===== src/hw/acc_pkg.sv =====
// ************************************************************
// Conversion timing control constants and types
// ************************************************************
package acc_pkg;

  // Register byte offsets
  localparam logic [7:0] OFS_CTRL = 8'h00;
  localparam logic [7:0] OFS_SEL = 8'h04;
  localparam logic [7:0] OFS_ACTIVE = 8'h08;
  localparam logic [7:0] OFS_RES_LO = 8'h0C;
  localparam logic [7:0] OFS_RES_HI = 8'h10;
  localparam logic [7:0] OFS_STATUS = 8'h14;

  // Control register fields
  localparam int CTRL_EN = 0;
  localparam int CTRL_SC = 1;
  localparam int CTRL_ATE = 2;
  localparam int CTRL_FLAG = 3;
  localparam int CTRL_PS_LO = 4;
  localparam int CTRL_PS_HI = 6;
  localparam int CTRL_DIFF = 7;
  localparam int CTRL_FREE = 8;

  // Selection register fields
  localparam int SEL_CH_HI = 4;
  localparam int SEL_REF_LO = 6;
  localparam int SEL_REF_HI = 7;

  // Conversion lengths in converter clock cycles
  localparam int CYC_NORM = 13;
  localparam int CYC_FIRST = 25;
  // Timings counted in converter half cycles
  localparam logic [5:0] HALF_NORM = 6'(2 * CYC_NORM);
  localparam logic [5:0] HALF_FIRST = 6'(2 * CYC_FIRST);
  localparam logic [5:0] HALF_AUTO = 6'h1B;
  localparam logic [5:0] SH_NORM = 6'h03;
  localparam logic [5:0] SH_FIRST = 6'h1B;
  localparam logic [5:0] SH_AUTO = 6'h04;
  // Final converter cycle where selection copying resumes
  localparam logic [5:0] HALF_TAIL = 6'h02;

  // Reference sources
  localparam logic [1:0] REF_EXT_PIN = 2'h0;
  localparam logic [1:0] REF_SUPPLY = 2'h1;
  localparam logic [1:0] REF_INTERNAL = 2'h3;

  typedef struct packed {
    logic [1:0] reference_select;
    logic [4:0] channel_select;
  } acc_sel_t;

  typedef enum logic [1:0] {ST_IDLE, ST_WAIT, ST_CONV} acc_state_t;

endpackage : acc_pkg


===== src/hw/acc_top.sv =====
`timescale 1ns/1ps
// Operation
// - Prescaler runs only while converter enabled
// - Start on next converter clock rising edge
// - Normal conversion lasts 13 converter cycles
// - First conversion after enable lasts 25
// - Sample at 1.5 or 13.5 cycles
// - Completion stores result, sets flag, clears start
// - Trigger event resets prescaler
// - Auto: sample at 2, total 13.5
// - Three CPU cycles of trigger synchronisation
// - Differential auto-trigger conversions last 25
// - Free running restarts, start bit stays set
// - Selection follows temp until start, locked
// - Copying resumes in last converter cycle
// - Free-running change applies one conversion later
// - Reference: supply, internal 1.1V, external pin
// - Trigger edge during conversion is ignored
// - Low byte read blocks result until high
module acc_top (
  // Clock and reset
  input wire logic CLK_SYS,
  input wire logic SRST,
  // APB slave
  input wire logic PSEL,
  input wire logic PENABLE,
  input wire logic PWRITE,
  input wire logic [7:0] PADDR,
  input wire logic [31:0] PWDATA,
  output logic [31:0] PRDATA,
  output logic PREADY,
  output logic PSLVERR,
  // Converter core
  input wire logic TRIGGER_IN,
  input wire logic [9:0] CORE_RESULT,
  output logic ADC_CLK,
  output logic SAMPLE_HOLD,
  output logic CONV_DONE,
  output logic CONV_BUSY,
  output acc_pkg::acc_sel_t ACTIVE_SEL
);

  // ************************************************************
  // Helpers
  // ************************************************************
  function automatic logic [6:0] ratio_m1(input logic [2:0] sel);
    ratio_m1 = (sel == 3'h0) ? 7'h01 : 7'((8'h01 << sel) - 8'h01);
  endfunction : ratio_m1

  function automatic logic is_reg(input logic [7:0] addr, input logic [7:0] ofs);
    is_reg = (addr == ofs);
  endfunction : is_reg

  logic en_ff, sc_ff, ate_ff, flag_ff, diff_ff, free_ff;
  logic [2:0] ps_ff;
  acc_pkg::acc_sel_t temp_ff, active_ff;
  acc_pkg::acc_state_t state_ff;
  logic [6:0] presc_ff;
  logic [5:0] halves_ff, done_ff, sh_ff;
  logic first_ff, res_lock_ff;
  logic [9:0] result_ff;
  logic trig_s1_ff, trig_s2_ff, trig_s3_ff;
  logic pready_ff, pslverr_ff, adc_clk_ff, sh_pulse_ff, done_pulse_ff;
  logic [31:0] prdata_ff;
  logic [11:0] cyc_ff;

  logic acc_wr, acc_rd, rise_evt, half_evt, trig_edge, trig_start, sw_start;
  logic done_evt, locked, restart;
  logic [6:0] rm1;

  assign acc_wr = PSEL & PENABLE & pready_ff & PWRITE;
  assign acc_rd = PSEL & PENABLE & pready_ff & ~PWRITE;
  assign rm1 = ratio_m1(ps_ff);
  assign rise_evt = en_ff & (presc_ff == rm1);
  assign half_evt = rise_evt | (en_ff & (presc_ff == (rm1 >> 1)));
  assign trig_edge = trig_s2_ff & ~trig_s3_ff;
  assign trig_start = trig_edge & en_ff & ate_ff & ~free_ff & (state_ff == acc_pkg::ST_IDLE);
  assign sw_start = acc_wr & is_reg(PADDR, acc_pkg::OFS_CTRL) & PWDATA[acc_pkg::CTRL_SC];
  assign done_evt = (state_ff == acc_pkg::ST_CONV) & half_evt & ((halves_ff + 6'h01) == done_ff);
  assign restart = done_evt & free_ff & ate_ff;
  assign locked = (state_ff == acc_pkg::ST_CONV) & ((halves_ff + acc_pkg::HALF_TAIL) < done_ff);

  // ************************************************************
  // APB slave
  // ************************************************************
  always_ff @(posedge CLK_SYS) begin
    if (SRST) begin
      pready_ff <= 1'b0;
      pslverr_ff <= 1'b0;
      prdata_ff <= 32'h0000_0000;
    end else begin
      pready_ff <= PSEL & ~PENABLE;
      pslverr_ff <= 1'b0;
      prdata_ff <= 32'h0000_0000;
      if (PSEL & ~PENABLE & ~PWRITE) begin
        unique case (PADDR)
          acc_pkg::OFS_CTRL: prdata_ff <= {23'h000000, free_ff, diff_ff, ps_ff, flag_ff,
                                          ate_ff, sc_ff, en_ff};
          acc_pkg::OFS_SEL: prdata_ff <= {24'h000000, temp_ff.reference_select, 1'b0,
                                         temp_ff.channel_select};
          acc_pkg::OFS_ACTIVE: prdata_ff <= {24'h000000, active_ff.reference_select, 1'b0,
                                            active_ff.channel_select};
          acc_pkg::OFS_RES_LO: prdata_ff <= {24'h000000, result_ff[7:0]};
          acc_pkg::OFS_RES_HI: prdata_ff <= {30'h00000000, result_ff[9:8]};
          acc_pkg::OFS_STATUS: prdata_ff <= {27'h0000000, res_lock_ff, first_ff,
                                            locked, state_ff};
          default: pslverr_ff <= 1'b1;
        endcase
      end else if (PSEL & ~PENABLE) begin
        pslverr_ff <= ~(is_reg(PADDR, acc_pkg::OFS_CTRL) | is_reg(PADDR, acc_pkg::OFS_SEL));
      end
    end
  end

  // ************************************************************
  // Control bits
  // ************************************************************
  always_ff @(posedge CLK_SYS) begin
    if (SRST) begin
      en_ff <= 1'b0;
      ate_ff <= 1'b0;
      ps_ff <= 3'h0;
      diff_ff <= 1'b0;
      free_ff <= 1'b0;
    end else if (acc_wr & is_reg(PADDR, acc_pkg::OFS_CTRL)) begin
      en_ff <= PWDATA[acc_pkg::CTRL_EN];
      ate_ff <= PWDATA[acc_pkg::CTRL_ATE];
      ps_ff <= PWDATA[acc_pkg::CTRL_PS_HI:acc_pkg::CTRL_PS_LO];
      diff_ff <= PWDATA[acc_pkg::CTRL_DIFF];
      free_ff <= PWDATA[acc_pkg::CTRL_FREE];
    end
  end

  // Completion flag, write one to clear, set wins
  always_ff @(posedge CLK_SYS) begin
    if (SRST) begin
      flag_ff <= 1'b0;
    end else begin
      flag_ff <= done_evt | (flag_ff & ~(acc_wr & is_reg(PADDR, acc_pkg::OFS_CTRL)
                                         & PWDATA[acc_pkg::CTRL_FLAG]));
    end
  end

  // ************************************************************
  // Prescaler and trigger synchroniser
  // ************************************************************
  always_ff @(posedge CLK_SYS) begin
    if (SRST | ~en_ff | trig_start) begin
      presc_ff <= 7'h00;
    end else begin
      presc_ff <= (presc_ff == rm1) ? 7'h00 : presc_ff + 7'h01;
    end
  end

  always_ff @(posedge CLK_SYS) begin
    if (SRST) begin
      adc_clk_ff <= 1'b0;
    end else begin
      adc_clk_ff <= en_ff & (presc_ff > (rm1 >> 1));
    end
  end

  always_ff @(posedge CLK_SYS) begin
    if (SRST) begin
      trig_s1_ff <= 1'b0;
      trig_s2_ff <= 1'b0;
      trig_s3_ff <= 1'b0;
    end else begin
      trig_s1_ff <= TRIGGER_IN;
      trig_s2_ff <= trig_s1_ff;
      trig_s3_ff <= trig_s2_ff;
    end
  end

  // ************************************************************
  // Conversion sequencer
  // ************************************************************
  always_ff @(posedge CLK_SYS) begin
    if (SRST | ~en_ff) begin
      state_ff <= acc_pkg::ST_IDLE;
      sc_ff <= 1'b0;
      halves_ff <= 6'h00;
      done_ff <= acc_pkg::HALF_FIRST;
      sh_ff <= acc_pkg::SH_FIRST;
    end else begin
      unique case (state_ff)
        acc_pkg::ST_IDLE: begin
          if (sw_start) begin
            state_ff <= acc_pkg::ST_WAIT;
            sc_ff <= 1'b1;
          end else if (trig_start) begin
            state_ff <= acc_pkg::ST_CONV;
            sc_ff <= 1'b1;
            halves_ff <= 6'h00;
            done_ff <= (first_ff | diff_ff) ? acc_pkg::HALF_FIRST : acc_pkg::HALF_AUTO;
            sh_ff <= (first_ff | diff_ff) ? acc_pkg::SH_FIRST : acc_pkg::SH_AUTO;
          end
        end
        acc_pkg::ST_WAIT: begin
          if (rise_evt) begin
            state_ff <= acc_pkg::ST_CONV;
            halves_ff <= 6'h00;
            done_ff <= first_ff ? acc_pkg::HALF_FIRST : acc_pkg::HALF_NORM;
            sh_ff <= first_ff ? acc_pkg::SH_FIRST : acc_pkg::SH_NORM;
          end
        end
        acc_pkg::ST_CONV: begin
          if (restart) begin
            halves_ff <= 6'h00;
            done_ff <= acc_pkg::HALF_NORM;
            sh_ff <= acc_pkg::SH_NORM;
          end else if (done_evt) begin
            state_ff <= acc_pkg::ST_IDLE;
            sc_ff <= 1'b0;
          end else if (half_evt) begin
            halves_ff <= halves_ff + 6'h01;
          end
        end
      endcase
    end
  end

  // First conversion after enable
  always_ff @(posedge CLK_SYS) begin
    if (SRST | ~en_ff) begin
      first_ff <= 1'b1;
    end else if (done_evt) begin
      first_ff <= 1'b0;
    end
  end

  // ************************************************************
  // Selection buffering
  // ************************************************************
  always_ff @(posedge CLK_SYS) begin
    if (SRST) begin
      temp_ff <= '0;
    end else if (acc_wr & is_reg(PADDR, acc_pkg::OFS_SEL)) begin
      temp_ff.channel_select <= PWDATA[acc_pkg::SEL_CH_HI:0];
      temp_ff.reference_select <= PWDATA[acc_pkg::SEL_REF_HI:acc_pkg::SEL_REF_LO];
    end
  end

  always_ff @(posedge CLK_SYS) begin
    if (SRST) begin
      active_ff <= '0;
    end else if (~locked) begin
      active_ff <= temp_ff;
    end
  end

  // ************************************************************
  // Result and read lock
  // ************************************************************
  always_ff @(posedge CLK_SYS) begin
    if (SRST) begin
      res_lock_ff <= 1'b0;
    end else if (acc_rd & is_reg(PADDR, acc_pkg::OFS_RES_LO)) begin
      res_lock_ff <= 1'b1;
    end else if (acc_rd & is_reg(PADDR, acc_pkg::OFS_RES_HI)) begin
      res_lock_ff <= 1'b0;
    end
  end

  always_ff @(posedge CLK_SYS) begin
    if (SRST) begin
      result_ff <= 10'h000;
    end else if (done_evt & ~res_lock_ff) begin
      result_ff <= CORE_RESULT;
    end
  end

  // ************************************************************
  // Core strobes
  // ************************************************************
  always_ff @(posedge CLK_SYS) begin
    if (SRST) begin
      sh_pulse_ff <= 1'b0;
      done_pulse_ff <= 1'b0;
    end else begin
      sh_pulse_ff <= (state_ff == acc_pkg::ST_CONV) & half_evt & ~done_evt
                     & ((halves_ff + 6'h01) == sh_ff);
      done_pulse_ff <= done_evt;
    end
  end

  // Cycle count of the running conversion, for checking only
  always_ff @(posedge CLK_SYS) begin
    if (SRST | (state_ff != acc_pkg::ST_CONV) | restart) begin
      cyc_ff <= 12'h000;
    end else begin
      cyc_ff <= cyc_ff + 12'h001;
    end
  end

  assign PRDATA = prdata_ff;
  assign PREADY = pready_ff;
  assign PSLVERR = pslverr_ff;
  assign ADC_CLK = adc_clk_ff;
  assign SAMPLE_HOLD = sh_pulse_ff;
  assign CONV_DONE = done_pulse_ff;
  assign CONV_BUSY = sc_ff;
  assign ACTIVE_SEL = active_ff;

  // ************************************************************
  // Checks
  // ************************************************************
  AST_PRESC_HELD: assert property (@(posedge CLK_SYS) disable iff (SRST)
    !en_ff |=> presc_ff == 7'h00) else $error("prescaler ran while disabled");

  AST_START_EDGE: assert property (@(posedge CLK_SYS) disable iff (SRST)
    (state_ff == acc_pkg::ST_WAIT && rise_evt && en_ff) |=> state_ff == acc_pkg::ST_CONV
    && halves_ff == 6'h00) else $error("start not on converter edge");

  AST_CONV_LEN: assert property (@(posedge CLK_SYS) disable iff (SRST)
    done_evt |-> 13'(cyc_ff) + 13'h0001 == 13'(done_ff) * 13'({6'h00, rm1} + 13'h0001) / 13'h0002)
    else $error("conversion length wrong");

  AST_FIRST_LEN: assert property (@(posedge CLK_SYS) disable iff (SRST)
    (state_ff == acc_pkg::ST_WAIT && rise_evt && en_ff && first_ff)
    |=> done_ff == acc_pkg::HALF_FIRST && sh_ff == acc_pkg::SH_FIRST)
    else $error("first conversion not long");

  AST_SAMPLE_POINT: assert property (@(posedge CLK_SYS) disable iff (SRST)
    $rose(sh_pulse_ff) |-> $past(halves_ff) + 6'h01 == $past(sh_ff)
    && $past(state_ff) == acc_pkg::ST_CONV) else $error("sample at wrong point");

  AST_DONE_FLAG: assert property (@(posedge CLK_SYS) disable iff (SRST)
    done_evt && !restart |=> flag_ff && !sc_ff && done_pulse_ff)
    else $error("completion did not set flag");

  AST_TRIG_RESET: assert property (@(posedge CLK_SYS) disable iff (SRST)
    trig_start |=> presc_ff == 7'h00 && state_ff == acc_pkg::ST_CONV)
    else $error("trigger did not reset prescaler");

  AST_AUTO_TIME: assert property (@(posedge CLK_SYS) disable iff (SRST)
    trig_start && !first_ff && !diff_ff |=> done_ff == acc_pkg::HALF_AUTO
    && sh_ff == acc_pkg::SH_AUTO) else $error("auto timing wrong");

  AST_EDGE_IGNORED: assert property (@(posedge CLK_SYS) disable iff (SRST)
    (trig_edge && state_ff == acc_pkg::ST_CONV && !done_evt && en_ff && !acc_wr)
    |=> state_ff == acc_pkg::ST_CONV && halves_ff >= $past(halves_ff)
    && done_ff == $past(done_ff)) else $error("edge disturbed conversion");

  AST_SEL_LOCK: assert property (@(posedge CLK_SYS) disable iff (SRST)
    locked |=> $stable(active_ff)) else $error("selection changed while locked");

  AST_RES_LOCK: assert property (@(posedge CLK_SYS) disable iff (SRST)
    (res_lock_ff && done_evt) |=> $stable(result_ff) && flag_ff)
    else $error("locked result overwritten");

endmodule : acc_top


===== config.mk =====
export PLATFORM = sky130hd
export DESIGN_NAME = acc_top
export DESIGN_NICKNAME = d
export VERILOG_FILES = /design/src/hw/acc_pkg.sv /design/src/hw/acc_top.sv
export SDC_FILE = /design/constraint.sdc
export NUM_CORES = 1
export LEC_CHECK = 0
export BUFFER_PORTS_ARGS = -buffer_cell sky130_fd_sc_hd__buf_2
export CORE_MARGIN = 4
export CORE_UTILIZATION = 40
export DETAILED_ROUTE_END_ITERATION = 6
export GPL_TIMING_DRIVEN = 1
export PLACE_DENSITY = 0.72
export SLEW_MARGIN = 25
export SYNTH_ARGS = -nofsm -noshare
export SYNTH_HDL_FRONTEND = slang
export SYNTH_SLANG_ARGS = --single-unit

===== constraint.sdc =====
create_clock -name CLK_SYS -period 5.2 [get_ports CLK_SYS]
set_input_delay 0 -clock CLK_SYS [delete_from_list [all_inputs] [get_ports CLK_SYS]]
set_output_delay 0 -clock CLK_SYS [all_outputs]
set_load 0.02 [all_outputs]

==> impl_metrics.ini <==
[run_status]
status = finished clean

[placement]
io_buffer_count = 54
dpl.hpwl_microns = 6578
place_area_sq_um = 4078
place_ws_ps = 2238
gp_congestion = 0.8464
dp.cells = 614

[timing]
setup_viol = 0
worstMarginPinSlew_ps = 929.6
fin_skew_ps = 6.881
max_slew_margin_pct = 37.86
layout_min_cycle_time_ps = 2984
fin_crit_sh_pct = 57.38
fin_tns_setup_ps = 0
rsz0062_at_grt = false
timing.fmax_ghz = 0.3352
slew_viol_final = 0
setup_slack_ps = 2216
hold_viol_final = 0

[pwr]
p_total_w = 0.001055
clkPwrFrac_pct = 42.4
combPwrFrac_pct = 5.9
netSwitchingPower_w = 0.0002618
leakage_nw = 1.777
power.density_nw_per_um2 = 234.2
p_seq_share_pct = 51.7
swShare_pct = 24.82
p_int_w = 0.0007932
vdd_drop_max_uv = 142.9

[floorplanning]
dieHeight_microns = 105.9
fp-row-count = 35
num_io_pins = 101
die_width_microns = 105.9
start_util_pct = 41.29
coreArea_sq_um = 9284
die_area_sq_um = 11210

[worst_setup_path]
worst-setup-path-type = register to register
r2r-end = result_ff[0]$_SDFFE_PP0P_
r2r_start = ps_ff[2]$_SDFFE_PP0P_
cp-end-kind = register
cp_data_required_time_ps = 5410
start_kind = register
rrSetupSlack_ps = 2220
critical_path_arrival_ps = 3190
ff2ff_path_depth = 9
cp_max_fo = 12

[cts]
cts.root.buffer_cell = clkbuf_8
clock_latency_ps = 350
htreeDepth = 3
cts_inserted_buffers = 9
cts_resized = 0
cts.clk_slew.worst_paths_ps = 80
clock-sinks = 71
clk_path_buf_depth = 2
cts_tree = done

[synthesis]
synthDistinctLibCells = 60
ys_ff_latch = 71
synth_top_area_share_pct = 37.08
syn-cell-area_sq_um = 3834
ys_seq_area_share_pct = 37.08
yosysTopAreaCell = dfxtp_1
ys.flop_type = dfxtp_1
synth-edff-count = 0
async_flop_share_pct = 0
avgSynthCellArea_sq_um = 8.444
yosysWarnings = 0
netlist_instances = 454
synthTopCellsByArea = dfxtp_1 (37%), mux2i_1 (5.7%), nor2_1 (5.0%)

[drt]
first_pass_iters = 5
routed-via-count = 3371
drc_errors = 0
drt-total-wl_microns = 9131
drtIter0Drc = 151
wl_per_cell_microns = 13.98
antenna_left = 0
vias_per_cell = 5.162

[hold_path]
min_path_cells = 3
hold_path_class = input pin to register
hold_start = PSEL
holdPathEnd = PSLVERR$_SDFF_PP0_

[finish]
layout_commonest_cell = dfxtp_1
nets = 590
stdcell_count = 653
drive_above_1_share_pct = 16.03
layout_common_cells = dfxtp_1 (71), buf_2 (54), nor2_1 (51), nand2_1 (50)
n_antenna_cell = 0
fin_area_sq_um = 4506
area.growth.synth_to_final_pct = 17.53

[flow_run]
maxCapViolCount = 0

[global_route]
grt_pass1_vias = 3246
track_usage_pct = 16.56
antenna_found_initial = 0
grt_pass1_wl_microns = 15180
grt_max_degree = 42
globalRouteOverflowTotal = 0
## how the worst max path moves through the flow
stage                          start                   endpoint  slack [ps]  depth (start not counted)
5_1_grt        ps_ff[2]$_SDFFE_PP0P_  result_ff[6]$_SDFFE_PP0P_        2000                          9
3_5_place_dp   ps_ff[2]$_SDFFE_PP0P_  result_ff[0]$_SDFFE_PP0P_        2240                          9
2_1_floorplan  ps_ff[2]$_SDFFE_PP0P_   state_ff[1]$_SDFFE_PP0P_        2510                         10
3_3_place_gp   ps_ff[2]$_SDFFE_PP0P_  result_ff[6]$_SDFFE_PP0P_        2340                          9
6_report       ps_ff[2]$_SDFFE_PP0P_  result_ff[0]$_SDFFE_PP0P_        2220                          9
4_1_cts        ps_ff[2]$_SDFFE_PP0P_  result_ff[0]$_SDFFE_PP0P_        2210                          9
## area by class of cell
cell class	count	area [sq um]
clock buffer	10	127.6
multi-input combinational	341	2153
clock inverter	6	70.07
timing repair buffer	77	500.5
inverter	19	71.32
sequential	71	1421
tap	129	161.4
fill	901	4778
## through the flow
step / hold WS (ps) / utilization [%]
2_1_floorplan: 98.97 / -
3_3_place_gp: 211.5 / 43.92
3_5_place_dp: 217.7 / 43.92
4_1_cts: 35.27 / 48.53
5_1_grt: 63.28 / 48.53
6_report: 49.68 / 48.53
## power by group through the flow
stage / registers [W] / clock network, W / logic (W)
after global placement: 0.000558 / 0 / 0.0000477
after CTS: 0.000545 / 0.000453 / 0.0000613
final: 0.000545 / 0.000448 / 0.0000623
after global routing: 0.000545 / 0.000476 / 0.0000678
after floorplan: 0.000559 / 0 / 0.0000434
after detailed placement: 0.000558 / 0 / 0.0000483
## cells in the mapped netlist (all sizes together) (11+ instances only)
cell type / n
dfxtp: 71
nor2: 53
nand2: 50
buf: 29
a21oi: 24
nand3: 23
mux2i: 22
inv: 19
clkbuf: 16
ha: 15
nor2b: 13
nor3: 12
o21ai: 12
xnor2: 11
## timing repair
action | 4_1_cts | 5_1_grt
hold buffers | 23 | 0
endpoints found under the hold margin | 29 | 0
endpoints found under the setup margin | 0 | 0
setup buffers | 0 | 0
## flip-flops by register name (all words and copies together) (netlist names), 2 cells and up
signal,count
result_ff,10
PRDATA,9
ACTIVE_SEL,7
presc_ff,7
temp_ff,7
halves_ff,6
ps_ff,3
done_ff,2
sh_ff,2
state_ff,2
## layer usage
layer  wire [microns]  vias to the layer above  track usage (%)  share of wire, %
met5                0                        -                0                 0
met4              207                        0            8.233               2.3
met2             4410                      102            27.73                48
met1             4073                     1582            20.04                45
li1                 -                     1668                -                 -
met3              440                       19            3.643               4.8
## worst max-delay path, cell delays in order, from the launching register on
cell       delay, ps
dfxtp_1          450
or2_2            370
ha_1             280
and4_1           190
nand3_1          100
nor2_1           300
o2111ai_1        370
nor2_4           440
mux2i_1          260
nor2_1            60
## cell families after synthesis
family | after synthesis | synth area share [%]
muxes | 27 | 7.800
DFF | 71 | 37.08
buffers and inverters | 64 | 8.909
adders and majority gates | 16 | 5.157
AOI/OAI and AO/OA | 76 | 13.48
and+or+nand+nor | 183 | 23.11
xor gates and xnor gates | 16 | 4.373
other | 1 | 0.09782
No activity file was read; power rests on OpenSTA's default activity.
